$ cat src/logic/serial_rx_pkg.sv
// constants shared by the serial audio input receiver and its helpers
// assumes nothing beyond a SystemVerilog compiler
`default_nettype none

package serial_rx_pkg;

  // register map, reached over the plain register port
  localparam logic [11:0] SERIAL_INPUT_CONTROL_ADDR = 12'h81f;
  localparam logic [11:0] SERIAL_INPUT_STATUS_ADDR = 12'h820;
  localparam logic [7:0] SERIAL_INPUT_CONTROL_RESET = 8'h00;
  localparam logic [7:0] CONTROL_WRITE_MASK = 8'h1f;

  // control fields
  localparam int FORMAT_LSB = 0;
  localparam int FORMAT_MSB = 2;
  localparam int BIT_CLOCK_POLARITY_BIT = 3;
  localparam int WORD_CLOCK_POLARITY_BIT = 4;

  // status fields
  localparam int STATUS_EMPTY_BIT = 0;
  localparam int STATUS_FULL_BIT = 1;
  localparam int STATUS_OVERFLOW_BIT = 2;
  localparam int STATUS_RUNNING_BIT = 3;

  // format field codes
  localparam logic [2:0] FORMAT_I2S = 3'h0;
  localparam logic [2:0] FORMAT_LEFT_JUSTIFIED = 3'h1;
  localparam logic [2:0] FORMAT_TDM = 3'h2;
  localparam logic [2:0] FORMAT_RIGHT_JUSTIFIED_24 = 3'h3;

  // framing
  localparam int SAMPLE_BITS = 24;
  localparam int TDM_SLOT_BITS = 32;
  localparam int TDM_SLOTS = 8;
  localparam int CHANNEL_BITS = 3;
  localparam int FIFO_DEPTH = 8;
  localparam int SYNC_STAGES = 2;

endpackage

`default_nettype wire

$ cat src/logic/pin_sync.sv
// two-stage synchroniser for a group of asynchronous pins
// assumes the pins change slowly against clk_in (several clocks per level)
`default_nettype none
`timescale 1ns/100ps

module pin_sync #(
  parameter int WIDTH = 3
) (
  input wire logic clk_in,
  input wire logic rst_n_in,
  input wire logic [WIDTH-1:0] pins_in,
  output logic [WIDTH-1:0] synced_out
);

  logic [WIDTH-1:0] stage1;
  logic [WIDTH-1:0] stage2;

  // stage1 feeds stage2 only
  always_ff @(posedge clk_in or negedge rst_n_in) begin
    if (!rst_n_in) begin
      stage1 <= '0;
      stage2 <= '0;
    end else begin
      stage1 <= pins_in;
      stage2 <= stage1;
    end
  end

  assign synced_out = stage2;

endmodule

`default_nettype wire

$ cat src/logic/sample_fifo.sv
// flip-flop fifo between the receiver and the sample consumer
// assumes one clock domain; valid/ready handshake on both sides
`default_nettype none
`timescale 1ns/100ps

module sample_fifo #(
  parameter int WIDTH = 27,
  parameter int DEPTH = 8
) (
  input wire logic clk_in,
  input wire logic rst_n_in,
  input wire logic [WIDTH-1:0] in_data_in,
  input wire logic in_valid_in,
  output logic in_ready_out,
  output logic [WIDTH-1:0] out_data_out,
  output logic out_valid_out,
  input wire logic out_ready_in,
  output logic full_out,
  output logic empty_out
);

  localparam int AW = $clog2(DEPTH);

  logic [WIDTH-1:0] mem [DEPTH];
  logic [AW-1:0] wr_ptr;
  logic [AW-1:0] rd_ptr;
  logic [AW:0] count;
  wire push = in_valid_in & in_ready_out;
  wire pop = out_valid_out & out_ready_in;
  wire wr_wrap = (wr_ptr == AW'(DEPTH - 1));
  wire rd_wrap = (rd_ptr == AW'(DEPTH - 1));

  assign full_out = (count == (AW+1)'(DEPTH));
  assign empty_out = (count == '0);
  assign in_ready_out = ~full_out;
  assign out_valid_out = ~empty_out;
  assign out_data_out = mem[rd_ptr];

  always_ff @(posedge clk_in) begin
    if (push) begin
      mem[wr_ptr] <= in_data_in;
    end
  end

  always_ff @(posedge clk_in or negedge rst_n_in) begin
    if (!rst_n_in) begin
      wr_ptr <= '0;
      rd_ptr <= '0;
      count <= '0;
    end else begin
      if (push) begin
        wr_ptr <= wr_wrap ? '0 : wr_ptr + 1'b1;
      end
      if (pop) begin
        rd_ptr <= rd_wrap ? '0 : rd_ptr + 1'b1;
      end
      if (push && !pop) begin
        count <= count + 1'b1;
      end else if (pop && !push) begin
        count <= count - 1'b1;
      end
    end
  end

endmodule

`default_nettype wire

$ cat src/logic/serial_audio_rx.sv
// serial audio input port: control register, frame decode, sample fifo
// assumes bit clock, word clock and data come from an external source,
// bit clock well below a quarter of sys_clk_in
//
// The address-and-strobe port was decided locally.
`default_nettype none
`timescale 1ns/100ps

// Function
// - polarity 0: word clock low carries left, high carries right.
// - polarity 1: channel assignment swapped, high left, low right.
// - tdm, polarity 0: frame starts at sample edge after falling word clock.
// - tdm, polarity 1: frame starts at sample edge after rising word clock.
// - tdm: pulse word clock accepted; its first edge starts the frame.
// - bit clock polarity 0: data changes on falling edge, else rising.
// - format field selects framing; polarity bits override, written together.
// - tdm slot msb comes one bit clock after slot start.
// - tdm channels 0-3 in first frame half, 4-7 in second.
// - format 000 i2s, 001 left, 010 tdm, 011 right justified 24-bit.
module serial_audio_rx #(
  parameter int SAMPLE_W = serial_rx_pkg::SAMPLE_BITS,
  parameter int FIFO_DEPTH = serial_rx_pkg::FIFO_DEPTH,
  parameter int LINES = 4
) (
  input wire logic sys_clk_in,
  input wire logic reset_n_in,
  input wire logic bit_clock_in,
  input wire logic word_clock_in,
  input wire logic [LINES-1:0] rx_serial_data_lines_in,
  input wire logic [11:0] reg_addr_in,
  input wire logic [7:0] reg_wdata_in,
  input wire logic reg_write_in,
  input wire logic reg_read_in,
  output logic [7:0] reg_rdata_out,
  output logic [SAMPLE_W-1:0] sample_data_out,
  output logic [serial_rx_pkg::CHANNEL_BITS-1:0] sample_channel_out,
  output logic sample_valid_out,
  input wire logic sample_ready_in
);

  localparam int CW = serial_rx_pkg::CHANNEL_BITS;
  localparam int FW = SAMPLE_W + CW;
  localparam int PW = $clog2(serial_rx_pkg::TDM_SLOT_BITS * serial_rx_pkg::TDM_SLOTS);
  localparam int SW = $clog2(serial_rx_pkg::TDM_SLOT_BITS);

  typedef enum logic [1:0] {
    ST_WAIT = 2'b01,
    ST_RUN = 2'b10
  } rx_state_e;

  // msb delay in bit clocks per format
  function automatic logic msb_delay(input logic [2:0] fmt);
    msb_delay = (fmt == serial_rx_pkg::FORMAT_I2S) || (fmt == serial_rx_pkg::FORMAT_TDM);
  endfunction

  // reset release
  logic rst_meta;
  logic rst_n;
  always_ff @(posedge sys_clk_in or negedge reset_n_in) begin
    if (!reset_n_in) begin
      rst_meta <= 1'b0;
      rst_n <= 1'b0;
    end else begin
      rst_meta <= 1'b1;
      rst_n <= rst_meta;
    end
  end

  // pin capture; only the first data line is used, which serves tdm too
  logic [2:0] pins;
  logic s_bclk;
  logic s_lr;
  logic s_data;
  pin_sync #(.WIDTH(3)) u_sync (
    .clk_in(sys_clk_in),
    .rst_n_in(rst_n),
    .pins_in({bit_clock_in, word_clock_in, rx_serial_data_lines_in[0]}),
    .synced_out(pins)
  );
  assign s_bclk = pins[2];
  assign s_lr = pins[1];
  assign s_data = pins[0];

  // control register
  logic [7:0] ctrl;
  logic overflow;
  wire [2:0] fmt = ctrl[serial_rx_pkg::FORMAT_MSB:serial_rx_pkg::FORMAT_LSB];
  wire bit_pol = ctrl[serial_rx_pkg::BIT_CLOCK_POLARITY_BIT];
  wire word_pol = ctrl[serial_rx_pkg::WORD_CLOCK_POLARITY_BIT];
  wire ctrl_hit = reg_addr_in == serial_rx_pkg::SERIAL_INPUT_CONTROL_ADDR;
  wire stat_hit = reg_addr_in == serial_rx_pkg::SERIAL_INPUT_STATUS_ADDR;
  wire ctrl_wr = reg_write_in & ctrl_hit;
  wire stat_wr = reg_write_in & stat_hit;

  // all five control bits land in one write, so format and polarities never disagree
  always_ff @(posedge sys_clk_in or negedge rst_n) begin
    if (!rst_n) begin
      ctrl <= serial_rx_pkg::SERIAL_INPUT_CONTROL_RESET;
    end else if (ctrl_wr) begin
      ctrl <= reg_wdata_in & serial_rx_pkg::CONTROL_WRITE_MASK;
    end
  end

  wire is_i2s = fmt == serial_rx_pkg::FORMAT_I2S;
  wire is_lj = fmt == serial_rx_pkg::FORMAT_LEFT_JUSTIFIED;
  wire is_tdm = fmt == serial_rx_pkg::FORMAT_TDM;
  wire is_rj = fmt == serial_rx_pkg::FORMAT_RIGHT_JUSTIFIED_24;
  wire is_slot_fmt = is_i2s | is_lj;
  wire delay = msb_delay(fmt);

  // edge detection on the synchronised bit clock
  logic bclk_prev;
  logic lr_prev;
  logic lr_seen;
  wire bclk_rise = s_bclk & ~bclk_prev;
  wire bclk_fall = ~s_bclk & bclk_prev;
  // data moves on falling edge when bit_pol is 0, so sample on the rising one
  wire sample_edge = bit_pol ? bclk_fall : bclk_rise;
  wire word_change = sample_edge & lr_seen & (s_lr != lr_prev);
  // a pulse word clock only starts frames on its leading edge
  wire tdm_start = word_change & (word_pol ? s_lr : ~s_lr);
  wire [CW-1:0] lr_channel = {{(CW-1){1'b0}}, s_lr ^ word_pol};

  // receive state
  rx_state_e state;
  rx_state_e next_state;
  logic [PW-1:0] cnt;
  logic [PW-1:0] next_cnt;
  logic [SAMPLE_W-1:0] shift;
  logic [SAMPLE_W-1:0] next_shift;
  logic [CW-1:0] chan;
  logic [CW-1:0] next_chan;
  logic emit;
  logic next_emit;
  logic [SAMPLE_W-1:0] emit_word;
  logic [SAMPLE_W-1:0] next_emit_word;
  logic [CW-1:0] emit_chan;
  logic [CW-1:0] next_emit_chan;

  wire frame_edge = is_tdm ? tdm_start : word_change;
  wire [PW-1:0] pos = frame_edge ? '0 : cnt;
  wire [PW-1:0] pos_inc = pos + 1'b1;
  wire cnt_full = &cnt;
  wire [SW-1:0] slot_pos = pos[SW-1:0];
  wire [CW-1:0] slot_num = pos[PW-1:SW];
  // stereo bit index, msb arrives after the configured delay
  wire [PW-1:0] st_idx = pos - PW'(delay);
  wire st_take = (pos >= PW'(delay)) && (st_idx < PW'(SAMPLE_W));
  wire st_last = st_take && (st_idx == PW'(SAMPLE_W - 1));
  // tdm slot bits sit at slot positions 1 .. SAMPLE_W
  wire td_take = (slot_pos != '0) && (slot_pos <= SW'(SAMPLE_W));
  wire td_last = slot_pos == SW'(SAMPLE_W);
  wire [SAMPLE_W-1:0] shifted = {shift[SAMPLE_W-2:0], s_data};

  always_comb begin
    next_state = state;
    next_cnt = cnt;
    next_shift = shift;
    next_chan = chan;
    next_emit = 1'b0;
    next_emit_word = emit_word;
    next_emit_chan = emit_chan;
    case (state)
      ST_WAIT: begin
        if (frame_edge && (is_slot_fmt || is_tdm || is_rj)) begin
          next_state = ST_RUN;
          next_cnt = pos_inc;
          next_chan = lr_channel;
          next_shift = shifted;
        end
      end
      ST_RUN: begin
        if (sample_edge) begin
          next_cnt = cnt_full && !frame_edge ? cnt : pos_inc;
          if (is_rj) begin
            // word ends where the word clock flips, keep the last 24 bits
            next_shift = shifted;
            if (word_change) begin
              next_emit = 1'b1;
              next_emit_word = shift;
              next_emit_chan = chan;
              next_chan = lr_channel;
            end
          end else if (is_tdm) begin
            if (td_take) begin
              next_shift = shifted;
            end
            if (td_last) begin
              next_emit = 1'b1;
              next_emit_word = shifted;
              next_emit_chan = slot_num;
            end
            if (cnt_full && !frame_edge) begin
              next_state = ST_WAIT;
            end
          end else begin
            if (word_change) begin
              next_chan = lr_channel;
            end
            if (st_take) begin
              next_shift = shifted;
            end
            if (st_last) begin
              next_emit = 1'b1;
              next_emit_word = shifted;
              next_emit_chan = word_change ? lr_channel : chan;
            end
          end
        end
      end
      default: begin
        next_state = ST_WAIT;
      end
    endcase
    // reserved formats and any control change restart framing
    if (ctrl_wr || !(is_slot_fmt || is_tdm || is_rj)) begin
      next_state = ST_WAIT;
      next_emit = 1'b0;
    end
  end

  always_ff @(posedge sys_clk_in or negedge rst_n) begin
    if (!rst_n) begin
      bclk_prev <= 1'b0;
      lr_prev <= 1'b0;
      lr_seen <= 1'b0;
    end else begin
      bclk_prev <= s_bclk;
      if (sample_edge) begin
        lr_prev <= s_lr;
        lr_seen <= 1'b1;
      end
    end
  end

  always_ff @(posedge sys_clk_in or negedge rst_n) begin
    if (!rst_n) begin
      state <= ST_WAIT;
      cnt <= '0;
      shift <= '0;
      chan <= '0;
      emit <= 1'b0;
      emit_word <= '0;
      emit_chan <= '0;
    end else begin
      state <= next_state;
      cnt <= next_cnt;
      shift <= next_shift;
      chan <= next_chan;
      emit <= next_emit;
      emit_word <= next_emit_word;
      emit_chan <= next_emit_chan;
    end
  end

  // sample fifo; the serial source cannot be stalled, so a full fifo drops
  // the sample and raises the overflow flag instead
  logic fifo_ready;
  logic fifo_full;
  logic fifo_empty;
  logic [FW-1:0] fifo_out;
  sample_fifo #(.WIDTH(FW), .DEPTH(FIFO_DEPTH)) u_fifo (
    .clk_in(sys_clk_in),
    .rst_n_in(rst_n),
    .in_data_in({emit_chan, emit_word}),
    .in_valid_in(emit),
    .in_ready_out(fifo_ready),
    .out_data_out(fifo_out),
    .out_valid_out(sample_valid_out),
    .out_ready_in(sample_ready_in),
    .full_out(fifo_full),
    .empty_out(fifo_empty)
  );
  assign sample_data_out = fifo_out[SAMPLE_W-1:0];
  assign sample_channel_out = fifo_out[FW-1:SAMPLE_W];

  // overflow is write-one-to-clear; a new drop in the same cycle wins
  wire overflow_set = emit & ~fifo_ready;
  wire overflow_clr = stat_wr & reg_wdata_in[serial_rx_pkg::STATUS_OVERFLOW_BIT];
  always_ff @(posedge sys_clk_in or negedge rst_n) begin
    if (!rst_n) begin
      overflow <= 1'b0;
    end else if (overflow_set) begin
      overflow <= 1'b1;
    end else if (overflow_clr) begin
      overflow <= 1'b0;
    end
  end

  // register read, data in the cycle after the strobe
  logic [7:0] status;
  always_comb begin
    status = 8'h00;
    status[serial_rx_pkg::STATUS_EMPTY_BIT] = fifo_empty;
    status[serial_rx_pkg::STATUS_FULL_BIT] = fifo_full;
    status[serial_rx_pkg::STATUS_OVERFLOW_BIT] = overflow;
    status[serial_rx_pkg::STATUS_RUNNING_BIT] = state == ST_RUN;
  end
  wire [7:0] read_mux = ctrl_hit ? ctrl : (stat_hit ? status : 8'h00);

  always_ff @(posedge sys_clk_in or negedge rst_n) begin
    if (!rst_n) begin
      reg_rdata_out <= 8'h00;
    end else if (reg_read_in) begin
      reg_rdata_out <= read_mux;
    end else begin
      reg_rdata_out <= 8'h00;
    end
  end

endmodule

`default_nettype wire

$ cat config.mk
export PLATFORM = sky130hd
export DESIGN_NAME = serial_audio_rx
export DESIGN_NICKNAME = d
export VERILOG_FILES = /design/src/logic/serial_rx_pkg.sv /design/src/logic/pin_sync.sv /design/src/logic/sample_fifo.sv /design/src/logic/serial_audio_rx.sv
export SDC_FILE = /design/constraint.sdc
export NUM_CORES = 1
export LEC_CHECK = 0
export BUFFER_PORTS_ARGS = -buffer_cell sky130_fd_sc_hd__buf_2
export CAP_MARGIN = 20
export CORE_UTILIZATION = 55
export CTS_CLUSTER_DIAMETER = 150
export DETAILED_ROUTE_END_ITERATION = 8
export HOLD_SLACK_MARGIN = 0.05
export PLACE_DENSITY = 0.77
export SETUP_SLACK_MARGIN = 0.15
export SKIP_CTS_REPAIR_TIMING = 1
export SLEW_MARGIN = 20
export SYNTH_ARGS = -nofsm -noshare
export SYNTH_HDL_FRONTEND = slang
export SYNTH_SLANG_ARGS = --single-unit
$ cat constraint.sdc
create_clock -name sys_clk_in -period 2.7 [get_ports sys_clk_in]
set_input_delay 0.135 -clock sys_clk_in [delete_from_list [all_inputs] [get_ports sys_clk_in]]
set_output_delay 0.135 -clock sys_clk_in [all_outputs]
set_load 0.02 [all_outputs]
==> results.env <==
OUTCOME='finished, violations left'
VIOLATED_CHECKS='negative setup slack'
SYNTHESIS.YOSYS.WARNINGS=0
GRT_UTIL_MET3=0.0329
DRT_PASS1_ITERATIONS=4
WORST_PIN_SLEW_PS=599
NETLIST-CELL-TYPE-COUNT=63
RSZ_0062_RAISED_AFTER_GLOBAL_ROUTING='yes'
POST_SYNTHESIS_CELLS=710
GRT.MET2_USAGE=0.396
FINALSETUPVIOLATIONS=52
CRITPATHARRIVALTIME_PS=3720
CLOCK-SINKS=313
MIN_PATH_TYPE='input port to register'
CLOCK_SKEW_PS=6.08
POSTLAYOUTCELLAREA_SQ_UM=15600
FRACTION_OF_LAYOUT_INSTANCES_USING_A_DRIVE_STRENGTH_ABOVE_1=0.439
GR_UTIL_MET1=0.291
TOTAL_LEAKAGE_POWER_nW=6.01
CTS_BUFFER_DEPTH=3
DRC_ERRORS=0
CLOCK_TREE_FROM_TRITONCTS='built'
HOLD_VIOL=0
CP_CELL_SEQUENCE='nor3b_4 > o211ai_2 > or2_4 > nand2_4 > ha_4 > ha_4 > inv_4 > o22ai_2 > nand3b_1 > a311o_1 > a31o_2 > a21oi_4 > buf_12 > clkbuf_16 > mux2_4'
YOSYSTOPAREACELL='edfxtp_1'
POWER.SHARE.SEQUENTIAL=0.402
CELL_INTERNAL_PWR_mW=9.94
N_ANTENNA_CELL=0
SYNTH_SEQ_AREA_SHARE=0.690
CRITICAL_PATH.REG2REG.ENDPOINT='shift[23]'
GROUTE.USAGE.OVERALL=0.225
R2R_SLACK_PS=-580
FINALWEIGHTEDCONGESTION=0.874
NUM-FILL-CELLS=1467
SYNTH.CELLS.MOST_FREQUENT='216 x edfxtp_1, 96 x dfrtp_1, 87 x mux2_2, 54 x mux4_2'
MAXCLOCKFREQUENCY_MHz=304
FINAL_CORE_UTIL=0.685
SYNTH_EDF_COUNT=216
DIE_OUTLINE_AREA_SQ_UM=24100
CTSROOTBUFFERMASTER='clkbuf_16'
PLACEMENT.CELL_AREA_SQ_UM=14100
LAYER_CARRYING_THE_MOST_GLOBAL_ROUTE_USAGE='met2'
DP_HPWL_MM=15.4
DEPTH_OF_THE_CTS_H_TREE=1
CRITPATHSLOWESTCELL='dfrtp_1'
CRIT_PATH_MAX_FANOUT=6
REPORT.POWER.TOTAL_mW=13.7
SYN_AREA_PER_CELL_SQ_UM=18.2
ANTENNA_LEFT=0
TOTAL_SWITCHING_POWER_mW=3.80
WORSTSKEWPAIRLATENCY_PS=550
POST_DRT_WL_PER_CELL_UM=22.8
WORSTPATHREQUIRED_PS=3130
SYN-CELL-AREA_SQ_UM=12900
WHS_ENDPOINT='reg_rdata_out[3]'
CORE_AREA_SQ_UM=22800
INITIAL_CORE_UTIL=0.565
FINAL_CYCLE_UTILIZATION_OF_THE_CRITICAL_PATH=1.22
FINALHOLDWORSTSLACK_PS=36.9
SHARE_CLK_OF_TOTAL_POWER=0.331
GLOBAL_ROUTE_CONGESTION_OVERFLOW_TOTAL=0
CTS-BUFFERS-INSERTED=30
CRITICAL_PATH.REG2REG.STARTPOINT='ctrl[3]'
SYNTH-MAIN-FF-CELL='edfxtp_1'
SLEW_VIOL_FINAL=0
MIN_PATH_CELLS=5
SHARE_OF_YOSYS_CELL_AREA_CLAIMED_BY_THE_TOP_AREA_CELL_TYPE=0.502
FIN_CELLS=1184
PLACE_INST=1105
MAX_SLEW_HEADROOM_AT_THE_WORST_PIN=0.601
ANTENNA_FOUND_INITIAL=0
CRITPATHKIND='register to register'
PATH_COMMON_CELL='ha_4'
FP-ROW-COUNT=55
PORT_BUFFERS=57
SYNTH_ASYNC_SR_FLOP_SHARE=0.310
SHARE_COMB_OF_TOTAL_POWER=0.266
FINALWORSTPATHREQUIREDPERIOD_PS=3280
FINISH.NET_COUNT=890
FLOORPLAN.IO_PINS=67
SWITCHING_SHARE=0.277
VDD_DROP_MAX_uV=545
NUMBER_OF_GLOBAL_ROUTE_VIAS_BEFORE_REPAIR=7468
DRV_CAP=0
DIE_Y_UM=155
AREA_DELTA_SYNTH_FINAL_PCT=21.2
SYNTH_TOP_CELLS_BY_AREA='edfxtp_1 50%, dfrtp_1 19%, mux4_2 9.4%'
SYNTHMOSTINSTANTIATEDCELL='edfxtp_1'
FIRST_PASS_GRT_WIRE_LENGTH_MM=40.9
CRITPATHMAXSTAGEDELAY_PS=420
TOTAL_VIAS_IN_THE_FINAL_ROUTE=7005
DRT-TOTAL-WL_MM=27.0
HOLD_PATH_STARTPOINT='reg_addr_in[4]'
CRITPATHLAUNCHTYPE='register'
POWER_PER_CELL_AREA_nW_PER_UM2=878
FIN_WS_PS=-585
DETAILEDROUTE.FIRSTITERATIONVIOLATIONS=424
COMBINED_BUFFER_AND_INVERTER_COUNT_ALONG_THE_CRITICAL_PATH=3
VIA_PER_INST=5.92
YOSYS_REGISTER_BITS=313
CRITICAL_PATH_ENDPOINT_CATEGORY='register'
CRIT_FAMILY='compound AO/OA/AOI/OAI gates'
CLKSLEWWORSTSETUPHOLDPATHS_PS=60
LARGEST_NET_DEGREE_AT_THE_START_OF_GLOBAL_ROUTING=42
FP.DIEW_UM=155
WORST_R2R_PATH_DEPTH=15
state kept, by name, summed over array words and instances, names as in the netlist, 4 cells and up:
signal and flops:
ctrl 5, shift 24, reg_rdata_out 5, u_fifo.mem 216
emit_word 24, cnt 8, u_fifo.count 4
cells in the final DEF (no fill, tap or decap), types with 3 or more instances in the layout:
cell,netlist,layout
clkbuf_8,0,3
clkbuf_16,0,32
nand4_1,4,4
nand3_1,7,7
buf_4,5,56
mux2_2,87,68
a21oi_1,9,9
clkbuf_1,23,5
and2_1,6,5
buf_12,0,11
o21ai_0,20,17
conb_1,2,4
xnor2_1,5,5
clkinv_2,0,4
ha_1,11,9
nor2_1,14,13
nor3_1,11,6
mux4_2,54,54
inv_1,9,7
mux2_4,20,44
nand2b_1,12,11
dfrtp_1,96,92
nor3b_4,0,3
nor4_1,4,3
edfxtp_1,216,216
nor3_2,2,3
nor2b_1,4,4
buf_2,2,57
nand2_1,23,22
nor3_4,0,4
a22o_1,3,3
o21ai_1,2,5
dlygate4sd3_1,0,12
bufinv_16,0,7
a21o_1,4,4
how the worst max path moves through the flow:
| stage | start | endpoint | slack [ps] | cells after the start |
|---|---|---|---|---|
| detailed placement | bclk_prev | shift[11] | -550 | 14 |
| global placement | bclk_prev | shift[5] | -400 | 14 |
| CTS | bclk_prev | shift[21] | -580 | 14 |
| global route | ctrl[3] | shift[23] | -690 | 15 |
| finish | ctrl[3] | shift[23] | -580 | 15 |
| floorplan | ctrl[3] | shift[18] | -630 | 16 |
cell families (layout without fill, tap and decap cells):
| group | count (synthesis) | in the layout | synth area share |
|---|---|---|---|
| other | 2 | 4 | 0.000582 |
| buffers and inverters | 46 | 205 | 0.0168 |
| AND/OR/NAND/NOR | 106 | 106 | 0.0454 |
| adder cells (fa/ha/maj) | 12 | 12 | 0.0122 |
| multiplexers | 166 | 166 | 0.198 |
| AO/OA/AOI/OAI | 58 | 58 | 0.0323 |
| flip-flops | 313 | 313 | 0.690 |
| XOR/XNOR | 7 | 7 | 0.00475 |
worst reg2reg max path: stages, from the launching register on:
cell and delay [ps]:
dfrtp_1 420, nor3b_4 260, o211ai_2 110, or2_4 290, nand2_4 80, ha_4 150, ha_4 170, inv_4 40
o22ai_2 160, nand3b_1 100, a311o_1 380, a31o_2 250, a21oi_4 140, buf_12 140, clkbuf_16 160, mux2_4 310
stage by stage:
step                setup slack (ps)  setup TNS [ps]
floorplan                       -629          -27960
global placement                -400          -18530
detailed placement              -547          -24940
CTS                             -577          -26580
global route                    -689          -32460
finish                          -585          -26210
power groups by stage:
stage / Combinational, mW / Clock, mW / Sequential, mW
after detailed placement: 3.33 / 0 / 5.67
after floorplan: 2.53 / 0 / 5.47
after global placement: 3.22 / 0 / 5.65
after CTS: 3.37 / 4.62 / 5.57
final: 3.66 / 4.55 / 5.53
after global routing: 3.92 / 4.81 / 5.55
metal layers:
layer / vias to the layer above / wire, um
met3: 42 / 1310
met2: 215 / 14200
met4: 0 / 602
met1: 3693 / 10900
li1: 3055 / -
met5: - / 0
area by class of cell:
cell class	count	area [sq um]	share of cell area
Tap cell	313	392	0.0250
Multi-Input combinational cell	353	4060	0.260
Inverter	9	36.3	0.00232
Timing Repair Buffer	140	1130	0.0725
Clock inverter	18	287	0.0183
Clock buffer	38	811	0.0518
Sequential cell	313	8920	0.570
Power figures use the tool's default switching activity.
